File: src/design/bcsu_defs.vh
// constants for the branch, compare and skip unit
`ifndef BCSU_DEFS_VH
`define BCSU_DEFS_VH
// operation codes on opSel
`define BCSU_OP_NONE        5'h00
`define BCSU_OP_INDIRECT_SUBROUTINE_JUMP_Z     5'h01
`define BCSU_OP_CALL_K      5'h02
`define BCSU_OP_SUB_EXIT    5'h03
`define BCSU_OP_INT_EXIT    5'h04
`define BCSU_OP_CMP_SKIP_EQ 5'h05
`define BCSU_OP_REG_CMP     5'h06
`define BCSU_OP_CMP_BORROW  5'h07
`define BCSU_OP_CMP_IMM     5'h08
`define BCSU_OP_SKIP_RB_CLR 5'h09
`define BCSU_OP_SKIP_RB_SET 5'h0A
`define BCSU_OP_SKIP_IO_CLR 5'h0B
`define BCSU_OP_SKIP_IO_SET 5'h0C
`define BCSU_OP_BR_FLAG_SET 5'h0D
`define BCSU_OP_BR_FLAG_CLR 5'h0E
`define BCSU_OP_BR_EQ       5'h0F
`define BCSU_OP_BR_NE       5'h10
`define BCSU_OP_BR_CS       5'h11
`define BCSU_OP_BR_CC       5'h12
`define BCSU_OP_BR_SH       5'h13
`define BCSU_OP_BR_LO       5'h14
`define BCSU_OP_BR_NEG      5'h15
`define BCSU_OP_BR_IE       5'h16
`define BCSU_OP_BR_ID       5'h17
// status flag bit positions
`define BCSU_FLG_C 0
`define BCSU_FLG_Z 1
`define BCSU_FLG_N 2
`define BCSU_FLG_V 3
`define BCSU_FLG_S 4
`define BCSU_FLG_H 5
`define BCSU_FLG_I 7
// cycle counts
`define BCSU_CYC_INDIRECT_SUBROUTINE_JUMP  3'h3
`define BCSU_CYC_CALL   3'h4
`define BCSU_CYC_RETURN 3'h4
`define BCSU_CYC_ONE    3'h1
`define BCSU_CYC_TWO    3'h2
`define BCSU_CYC_THREE  3'h3
// skip distances over a one-word and a two-word instruction
`define BCSU_SKIP_SHORT 2'h2
`define BCSU_SKIP_LONG  2'h3
// reset values
`define BCSU_PC_RESET    16'h0000
`define BCSU_FLAGS_RESET 8'h00
`endif

File: src/design/bcsu_branch_compare_skip_unit.v
// branch, compare and skip execution unit of an 8-bit core
`timescale 1ns/10ps
`include "bcsu_defs.vh"
module bcsu_branch_compare_skip_unit #(
    parameter PC_W = 16                     // program counter width
) (
    input  wire            clk,             // core clock
    input  wire            resetn,          // async reset, active low
    input  wire            start,           // opSel valid, one-cycle pulse
    input  wire [4:0]      opSel,           // operation code
    input  wire [7:0]      rdVal,           // Rd value
    input  wire [7:0]      rrVal,           // Rr value or immediate K
    input  wire [7:0]      ioVal,           // I/O register P value
    input  wire [2:0]      bitSel,          // bit b or flag s
    input  wire [6:0]      relK,            // signed relative offset
    input  wire [PC_W-1:0] absK,            // absolute call target
    input  wire [PC_W-1:0] zPtr,            // Z pointer
    input  wire [PC_W-1:0] stackPc,         // PC popped from stack
    input  wire [PC_W-1:0] curPc,           // address of this instruction
    input  wire            nextIsLong,      // following instruction is two words
    input  wire [7:0]      flagsIn,         // status_flags from core
    output reg  [PC_W-1:0] newPc,           // next PC
    output reg             pcLoad,          // newPc valid, one-cycle pulse
    output reg  [7:0]      flagsOut,        // updated status_flags
    output reg             flagsWe,         // flagsOut valid, one-cycle pulse
    output reg             busy,            // unit executing
    output reg             done             // last cycle of instruction
);
    localparam ST_IDLE = 1'b0;
    localparam ST_WAIT = 1'b1;
    // ST_WAIT covers every cycle between issue and completion

    reg             state_q;
    reg [2:0]       cnt_q;
    reg [PC_W-1:0]  pcHold_q;
    reg [7:0]       flagHold_q;
    reg             flagHoldWe_q;

    // combinational evaluation of the issued operation
    reg [PC_W-1:0]  tgt;
    reg [7:0]       flg;
    reg             flgWe;
    reg [2:0]       cyc;
    reg [7:0]       subB;
    reg             subCin;
    reg [8:0]       diff;
    reg             cond;
    reg             isSub;
    wire [PC_W-1:0] seqPc  = curPc + {{(PC_W-1){1'b0}}, 1'b1};
    // skip distance follows the length of the instruction stepped over
    wire [1:0]      skipDist = nextIsLong ? `BCSU_SKIP_LONG : `BCSU_SKIP_SHORT;
    wire [PC_W-1:0] skipPc = curPc + {{(PC_W-2){1'b0}}, skipDist};
    // operation classes; a taken branch takes 2 cycles, like a skip over a one-word instruction
    wire            isSkipOp = (opSel >= `BCSU_OP_CMP_SKIP_EQ) && (opSel <= `BCSU_OP_SKIP_IO_SET);
    wire            isBrOp   = (opSel >= `BCSU_OP_BR_FLAG_SET) && (opSel <= `BCSU_OP_BR_ID);
    // tested bits picked once, shared by the bit-test skips and every branch
    wire            regBit   = rrVal[bitSel];
    wire            ioBit    = ioVal[bitSel];
    wire            flagBit  = flagsIn[bitSel];
    wire            zFlag    = flagsIn[`BCSU_FLG_Z];
    wire            cFlag    = flagsIn[`BCSU_FLG_C];
    wire            nFlag    = flagsIn[`BCSU_FLG_N];
    wire            iFlag    = flagsIn[`BCSU_FLG_I];
    // sign extension lets branches reach backwards
    wire [PC_W-1:0] relPc  = seqPc + {{(PC_W-7){relK[6]}}, relK};

    always @* begin
        tgt    = seqPc;
        flg    = flagsIn;
        flgWe  = 1'b0;
        cyc    = `BCSU_CYC_ONE;
        cond   = 1'b0;
        isSub  = 1'b0;
        subB   = rrVal;
        subCin = 1'b0;
        diff   = 9'h000;
        case (opSel)
            `BCSU_OP_INDIRECT_SUBROUTINE_JUMP_Z: begin
                tgt = zPtr;
                cyc = `BCSU_CYC_INDIRECT_SUBROUTINE_JUMP;
            end
            `BCSU_OP_CALL_K: begin
                tgt = absK;
                cyc = `BCSU_CYC_CALL;
            end
            `BCSU_OP_SUB_EXIT: begin
                tgt = stackPc;
                cyc = `BCSU_CYC_RETURN;
            end
            `BCSU_OP_INT_EXIT: begin
                tgt = stackPc;
                cyc = `BCSU_CYC_RETURN;
                // only I is forced; the other flags pass through
                flg[`BCSU_FLG_I] = 1'b1;
                flgWe = 1'b1;
            end
            `BCSU_OP_CMP_SKIP_EQ: cond = (rdVal == rrVal);
            `BCSU_OP_SKIP_RB_CLR: cond = ~regBit;
            `BCSU_OP_SKIP_RB_SET: cond = regBit;
            `BCSU_OP_SKIP_IO_CLR: cond = ~ioBit;
            `BCSU_OP_SKIP_IO_SET: cond = ioBit;
            `BCSU_OP_REG_CMP: isSub = 1'b1;
            `BCSU_OP_CMP_IMM: isSub = 1'b1;
            `BCSU_OP_CMP_BORROW: begin
                isSub  = 1'b1;
                subCin = cFlag;
            end
            `BCSU_OP_BR_FLAG_SET: cond = flagBit;
            `BCSU_OP_BR_FLAG_CLR: cond = ~flagBit;
            `BCSU_OP_BR_EQ:       cond = zFlag;
            `BCSU_OP_BR_NE:       cond = ~zFlag;
            `BCSU_OP_BR_CS:       cond = cFlag;
            `BCSU_OP_BR_LO:       cond = cFlag;
            `BCSU_OP_BR_CC:       cond = ~cFlag;
            `BCSU_OP_BR_SH:       cond = ~cFlag;
            `BCSU_OP_BR_NEG:      cond = nFlag;
            `BCSU_OP_BR_IE:       cond = iFlag;
            `BCSU_OP_BR_ID:       cond = ~iFlag;
            // unknown codes step on by one word like a plain instruction
            default: cyc = `BCSU_CYC_ONE;
        endcase
        // skips: 1 cycle, 2 over a one-word, 3 over a two-word instruction
        if (isSkipOp && !isSub && cond) begin
            tgt = skipPc;
            cyc = nextIsLong ? `BCSU_CYC_THREE : `BCSU_CYC_TWO;
        end
        if (isBrOp && cond) begin
            tgt = relPc;
            cyc = `BCSU_CYC_TWO;
        end
        // compares write flags only; the difference itself is dropped
        if (isSub) begin
            diff = {1'b0, rdVal} - {1'b0, subB} - {8'h00, subCin};
            flg[`BCSU_FLG_C] = diff[8];
            flg[`BCSU_FLG_N] = diff[7];
            flg[`BCSU_FLG_V] = (rdVal[7] & ~subB[7] & ~diff[7]) |
                               (~rdVal[7] & subB[7] & diff[7]);
            flg[`BCSU_FLG_H] = (~rdVal[3] & subB[3]) | (subB[3] & diff[3]) |
                               (diff[3] & ~rdVal[3]);
            flg[`BCSU_FLG_S] = diff[7] ^ flg[`BCSU_FLG_V];
            // with borrow, Z only stays set; multi-byte compares chain this way
            if (opSel == `BCSU_OP_CMP_BORROW)
                flg[`BCSU_FLG_Z] = (diff[7:0] == 8'h00) & flagsIn[`BCSU_FLG_Z];
            else
                flg[`BCSU_FLG_Z] = (diff[7:0] == 8'h00);
            flgWe = 1'b1;
        end
    end

    // results come out on the last cycle so pcLoad marks completion
    always @(posedge clk or negedge resetn) begin
        // outputs clear at once so a cut operation leaves no strobe behind
        if (!resetn) begin
            state_q      <= ST_IDLE;
            cnt_q        <= 3'h0;
            pcHold_q     <= `BCSU_PC_RESET;
            flagHold_q   <= `BCSU_FLAGS_RESET;
            flagHoldWe_q <= 1'b0;
            newPc        <= `BCSU_PC_RESET;
            pcLoad       <= 1'b0;
            flagsOut     <= `BCSU_FLAGS_RESET;
            flagsWe      <= 1'b0;
            busy         <= 1'b0;
            done         <= 1'b0;
        end else begin
            pcLoad  <= 1'b0;
            flagsWe <= 1'b0;
            done    <= 1'b0;
            case (state_q)
                ST_IDLE: begin
                    if (start) begin
                        // one-cycle operations finish here; longer ones park the result
                        if (cyc == `BCSU_CYC_ONE) begin
                            newPc    <= tgt;
                            pcLoad   <= 1'b1;
                            flagsOut <= flg;
                            flagsWe  <= flgWe;
                            done     <= 1'b1;
                        end else begin
                            pcHold_q     <= tgt;
                            flagHold_q   <= flg;
                            flagHoldWe_q <= flgWe;
                            // neither the issue edge nor the done edge is counted
                            cnt_q        <= cyc - 3'h2;
                            busy         <= 1'b1;
                            state_q      <= ST_WAIT;
                        end
                    end
                end
                ST_WAIT: begin
                    // start is not looked at here, so a request while busy is dropped
                    if (cnt_q == 3'h0) begin
                        newPc    <= pcHold_q;
                        pcLoad   <= 1'b1;
                        flagsOut <= flagHold_q;
                        flagsWe  <= flagHoldWe_q;
                        done     <= 1'b1;
                        busy     <= 1'b0;
                        state_q  <= ST_IDLE;
                    end else begin
                        cnt_q <= cnt_q - 3'h1;
                    end
                end
                default: state_q <= ST_IDLE;
            endcase
        end
    end
endmodule // bcsu_branch_compare_skip_unit

File: config.mk
export PLATFORM = sky130hd
export DESIGN_NAME = bcsu_branch_compare_skip_unit
export DESIGN_NICKNAME = d
export VERILOG_FILES = /design/src/design/bcsu_branch_compare_skip_unit.v
export VERILOG_INCLUDE_DIRS = /design/src /design/src/design
export SDC_FILE = /design/constraint.sdc
export NUM_CORES = 1
export LEC_CHECK = 0
export BUFFER_PORTS_ARGS = -buffer_cell sky130_fd_sc_hd__buf_2
export CAP_MARGIN = 0
export CORE_MARGIN = 5
export CORE_UTILIZATION = 59
export DETAILED_ROUTE_END_ITERATION = 6
export PLACE_DENSITY = 0.87
export SYNTH_ARGS = -nofsm -noshare
export SYNTH_HDL_FRONTEND = slang
export SYNTH_SLANG_ARGS = --single-unit
File: constraint.sdc
create_clock -name clk -period 4.12 [get_ports clk]
set_clock_uncertainty 0.2 [all_clocks]
set_input_delay 0.206 -clock clk [delete_from_list [all_inputs] [get_ports clk]]
set_output_delay 0.206 -clock clk [all_outputs]
set_load 0.02 [all_outputs]
Word-level counts from Yosys, hierarchy flattened:

Index checks and enable logic that the tools add are counted.

* bits of input ports: 115
* logic and storage cells: 143
* register bits: 56

* reduce and logical (&&, ||, !) cells: 17
* mux-type cells: 50
* equality and inequality tests: 30
* bitwise gates (word level): 24
* add/subtract/negate cells: 7
* order comparisons: 5

Operators by type and width (number)
* 2-to-1 mux 16 bit: 5
* case mux 16 bit (3 select lines): 1
* equality test 5 x 4 -> 1 bit (second input constant): 8
* equality test 5 bit (second input constant): 8
* case mux 16 bit (2 select lines): 1
* 2-to-1 mux 8 bit: 3
* 2-to-1 mux 1 bit: 23
* equality test 5 x 3 -> 1 bit (second input constant): 4
* adder 16 x 1 -> 16 bit (second input constant): 1
* adder 16 bit: 1
* adder 16 x 2 -> 16 bit: 1
* case mux 8 bit (2 select lines): 1
* 2-to-1 mux 3 bit: 5
* case mux 1 bit (14 select lines): 1
* NOT 1 bit: 12
* case mux 3 bit (2 select lines): 2
* AND reduction 3 bit: 4
* equality test 5 x 2 -> 1 bit (second input constant): 2
* binary-select mux 1 bit (select 3 bit): 3
* subtractor 8 x 8 -> 9 bit: 1
* subtractor 9 x 1 -> 9 bit: 1
* AND 1 bit: 8
* equality test 8 bit: 1
* zero test 8 bit: 1
* 20 further kinds: 35

Longest topological paths before layout:

* word-level depth: 12
* depth in mapped cells: 16
* mapped depth without buffers: 15

Least setup slack after synthesis:

No wires, ideal clock.

* path type: input to register
* start point: input opSel[0]
* end point: register flagsOut[3]
* arrival: 3.522 ns
* slack: 0.273 ns
* stages on the path: 15
* data required time: 3.795 ns
* library setup time: 0.125 ns
* path buffers: 1
* cell sequence: buf_2 or3b_2 nor2_1 nand2_1 fa_1 ha_1 nand2_1 a21boi_0 o21a_1 o2111a_1 a211oi_1 mux2_2 mux2i_1 o21ai_0 mux2_2

* cells in the longest elaborated chain, start to end: 11

Ends and longest elaborated chain
* start: declaration: line bcsu_branch_compare_skip_unit.v:10 `input wire [4:0] opSel,`
* parallel branches: the longest is 11 deep, another holds subtractor 9 x 1 -> 9 bit
* end signal: assignment: line bcsu_branch_compare_skip_unit.v:161 `` flagsOut <= `BCSU_FLAGS_RESET; ``
* end signal: assignment: line bcsu_branch_compare_skip_unit.v:176 `flagsOut <= flg;`
* end signal: assignment: line bcsu_branch_compare_skip_unit.v:195 `flagsOut <= flagHold_q;`
* end: declaration: line bcsu_branch_compare_skip_unit.v:24 `output reg [7:0] flagsOut,`

Parallel ways; which one is timed is not known. The select of a mux whose other input is x is not followed.
A chain may end at the register's enable or synchronous reset.

Worst setup path after layout:

* start point: input flagsIn[6]
* end point: register pcHold_q[8]

* cells in the longest elaborated chain, start to end: 10

Ends and longest elaborated chain
* start: declaration: line bcsu_branch_compare_skip_unit.v:21 `input wire [7:0] flagsIn,`
* binary-select mux 1 bit (select 3 bit) *: line bcsu_branch_compare_skip_unit.v:59 `wire flagBit = flagsIn[bitSel];`
* 2-to-1 mux 1 bit (implied by the code) *: line bcsu_branch_compare_skip_unit.v:59
* NOT 1 bit: line bcsu_branch_compare_skip_unit.v:109 `` `BCSU_OP_BR_FLAG_CLR: cond = ~flagBit; ``
* case mux 1 bit (14 select lines) *: line bcsu_branch_compare_skip_unit.v:77 `case (opSel)`
* logical AND 1 bit: line bcsu_branch_compare_skip_unit.v:123 `if (isSkipOp && !isSub && cond) begin`
* 2-to-1 mux 3 bit: line bcsu_branch_compare_skip_unit.v:123
* 2-to-1 mux 3 bit: line bcsu_branch_compare_skip_unit.v:127 `if (isBrOp && cond) begin`
* equality test 3 x 1 -> 1 bit (no source line)
* NOT 1 bit (no source line)
* AND reduction 3 bit (no source line)
* end signal: assignment: line bcsu_branch_compare_skip_unit.v:156 `` pcHold_q <= `BCSU_PC_RESET; ``
* end signal: assignment: line bcsu_branch_compare_skip_unit.v:180 `pcHold_q <= tgt;`
* end: declaration: line bcsu_branch_compare_skip_unit.v:35 `reg [PC_W-1:0] pcHold_q;`

Every way passes the cells marked *; elsewhere a longest branch is shown, timed or not. The select of a mux whose other input is x is not followed.

==> results.yml <==
final_layout:
  antennaDiodeCount: 0
  finalNonFillerCells: 919
  final_nets: 960
  mostFrequentLayoutCells: "buf_2 (142), nand2_1 (89), dfrtp_1 (56)"
  fin_area_sq_um: 6400
  areaGrowthSynthToFinish_pct: 17.5
  utilization: 0.703
  final_common_cell: "buf_2"
  drive_gt1_frac: 0.249
  fill_cells: 757
clock_network:
  postCtsSetupRepairBufs: 0
  numCtsBuffers: 5
  cts-resized-gates: 0
  clk_pin_slew_worst_paths_ns: 0.09
  clockBufferDepth: 2
  clkLatencyLatePin_ns: 0.31
  clock-root-buffer: "clkbuf_8"
  cts_tree: "done"
  clock-sinks: 56
  cts_hold_buffers: 3
  cts_htree_levels: 2
synth:
  syn_area_sq_um: 5450
  synth_cell_type_count: 71
  async_flop_share: 1.00
  syn_inst: 677
  synth_edf_count: 0
  ys_seq_area_frac: 0.257
  synth_flop_cell: "dfrtp_1"
  synth_nets: 830
  synth-seq-cells: 56
  ys_warn_count: 0
  syn_area_per_cell_sq_um: 8.05
power_and_ir_drop:
  internal_power_mw: 1.54
  combPwrFrac: 0.519
  peakVddDrop_mv: 0.198
  p_clk_frac: 0.139
  sw_frac_of_total: 0.425
  p_leak_nw: 3.17
  netSwitchingPower_mw: 1.14
  powerDensity_nw_per_um2: 419
  pwr-share-seq: 0.343
  power_mw: 2.68
setup_path:
  start_kind: "input pin"
  critical_path_class: "input pin to flip-flop"
  regToRegSetupSlack_ns: 2.10
  arrival_ns: 3.71
  cp_max_fo: 23
  endpoint_kind: "flip-flop"
  worst-endpoint-required_ns: 4.15
sta:
  slew_headroom: 0.278
  rsz0062_at_grt: "false"
  tns_ns: 0
  fmax_mhz: 272
  layout_min_cycle_time_ns: 3.68
  setup_viol: 0
  fin_crit_sh: 0.894
  final_hold_viol_count: 0
  finalWorstSetupSlack_ns: 0.437
  hold_ws_ns: 0.0226
  finalMaxSlewViolations: 0
  worstMarginPinSlew_ns: 1.08
place:
  io_buffers: 142
  place_ws_ns: 0.221
  dp_hpwl_um: 12900
  gp_congestion: 0.938
  numPlacedInstances: 908
  place_area_sq_um: 6250
die:
  die_h_um: 106
  die_area_sq_um: 11300
  fp.coreArea_sq_um: 9110
  num_rows: 35
  dieWidth_um: 106
  start_util: 0.598
  io_pins: 143
routing:
  dr.pass1.iters: 7
  vias: 5686
  wirelength_um: 16200
  drc: 0
  ant_nets: 0
  drt-wirelength-per-cell_um: 17.6
  drt_iter0_drc: 535
  vias_per_cell: 6.19
job:
  cap_violations: 0
global_routing:
  antenna_found_initial: 0
  overflow: 0
  grt_usage: 0.285
  grt_pass1_wl_um: 26400
  grt_max_degree: 57
  grt_pass1_vias: 5447
worst_hold_path:
  hold_path_class: "input pin to flip-flop"
status:
  outcome: "finished, final reports clean"
worst max-delay path, cell delays in order:
cell           delay, ns
dlygate4sd3_1       0.54
buf_2               0.15
mux4_1              0.48
mux2i_1             0.28
mux2i_1             0.17
a211oi_4            0.41
nand2_2             0.24
o21ai_1             0.28
nand2b_1            0.42
buf_4               0.33
nand2_1             0.10
o21ai_1             0.09
area by class of cell:
cell class	instances	area, sq um	share of cell area
Clock buffer	6	82.6	0.0129
Clock inverter	2	38.8	0.00606
Inverter	41	154	0.0240
Multi-Input combinational cell	539	3700	0.578
Sequential cell	56	1400	0.219
Tap cell	111	139	0.0217
Timing Repair Buffer	164	883	0.138
path summary, 6_finish.rpt:
| check | from | to | depth (start not counted) |
|---|---|---|---|
| max | flagsIn[6] | pcHold_q[8] | 12 |
| min | flagsIn[5] | flagHold_q[5] | 3 |
| max reg2reg | state_q | newPc[5] | 7 |
| min reg2reg | flagsOut[6] | flagsOut[6] | 2 |
| max in group asynchronous | resetn | flagHoldWe_q | 3 |
| min in group asynchronous | resetn | pcHold_q[14] | 3 |
power by group through the flow:
| stage | Clock, mW | Combinational (mW) | Sequential [mW] |
|---|---|---|---|
| 6_report | 0.372 | 1.39 | 0.919 |
| 5_1_grt | 0.400 | 1.53 | 0.946 |
| 4_1_cts | 0.377 | 1.38 | 0.920 |
| 3_5_place_dp | 0 | 1.37 | 0.931 |
| 3_3_place_gp | 0 | 1.32 | 0.916 |
| 2_1_floorplan | 0 | 0.836 | 1.03 |
cell families (layout without fill, tap and decap cells):
family | count (synthesis) | in the layout | synth area share
DFF | 56 | 56 | 0.257
buffers and inverters | 82 | 213 | 0.0652
AOI/OAI and AO/OA | 189 | 189 | 0.236
muxes | 27 | 27 | 0.0703
xor gates and xnor gates | 47 | 47 | 0.0755
and+or+nand+nor | 238 | 238 | 0.204
adders and majority gates | 38 | 38 | 0.0914
metal layers:
metal / wire length [um] / vias to the layer above / share of wire / GRT usage
li1: - / 2700 / - / -
met1: 6890 / 2676 / 0.43 / 0.399
met2: 7810 / 269 / 0.48 / 0.472
met3: 1140 / 41 / 0.070 / 0.0310
met4: 368 / 0 / 0.023 / 0.0712
met5: 0 / - / 0 / 0
flip-flops by register name (all words and copies together), names as in the netlist:
name,flops
cnt_q,3
flagsOut,8
flagHoldWe_q,1
newPc,16
busy,1
pcHold_q,16
state_q,1
flagsWe,1
done,1
flagHold_q,8
synthesized netlist by cell type (4+ instances only):
| cell type | number | area, sq um |
|---|---|---|
| a21oi_1 | 34 | 170 |
| buf_2 | 11 | 55.1 |
| o21ai_1 | 28 | 140 |
| buf_1 | 4 | 15.0 |
| a31oi_1 | 6 | 37.5 |
| nor2b_1 | 4 | 25.0 |
| a311oi_1 | 7 | 61.3 |
| and3_1 | 15 | 93.8 |
| o211ai_1 | 5 | 37.5 |
| nand3_1 | 18 | 90.1 |
| mux2_2 | 11 | 124 |
| clkbuf_1 | 20 | 75.1 |
| mux2i_1 | 9 | 90.1 |
| o21a_1 | 8 | 60.1 |
| xor2_1 | 27 | 236 |
| o21ai_0 | 43 | 215 |
| nand2_1 | 89 | 334 |
| ha_1 | 35 | 438 |
| nand4_1 | 10 | 62.6 |
| inv_1 | 40 | 150 |
| dfrtp_1 | 56 | 1400 |
| a211oi_1 | 5 | 37.5 |
| a222oi_1 | 15 | 150 |
| mux4_1 | 6 | 158 |
| nor2_1 | 55 | 206 |
| a21o_1 | 7 | 52.6 |
| xnor2_1 | 20 | 175 |
| or3_1 | 5 | 31.3 |
| nor3_1 | 19 | 95.1 |
| nand2b_1 | 4 | 25.0 |
Note: power is estimated with default switching activity, not from simulation.
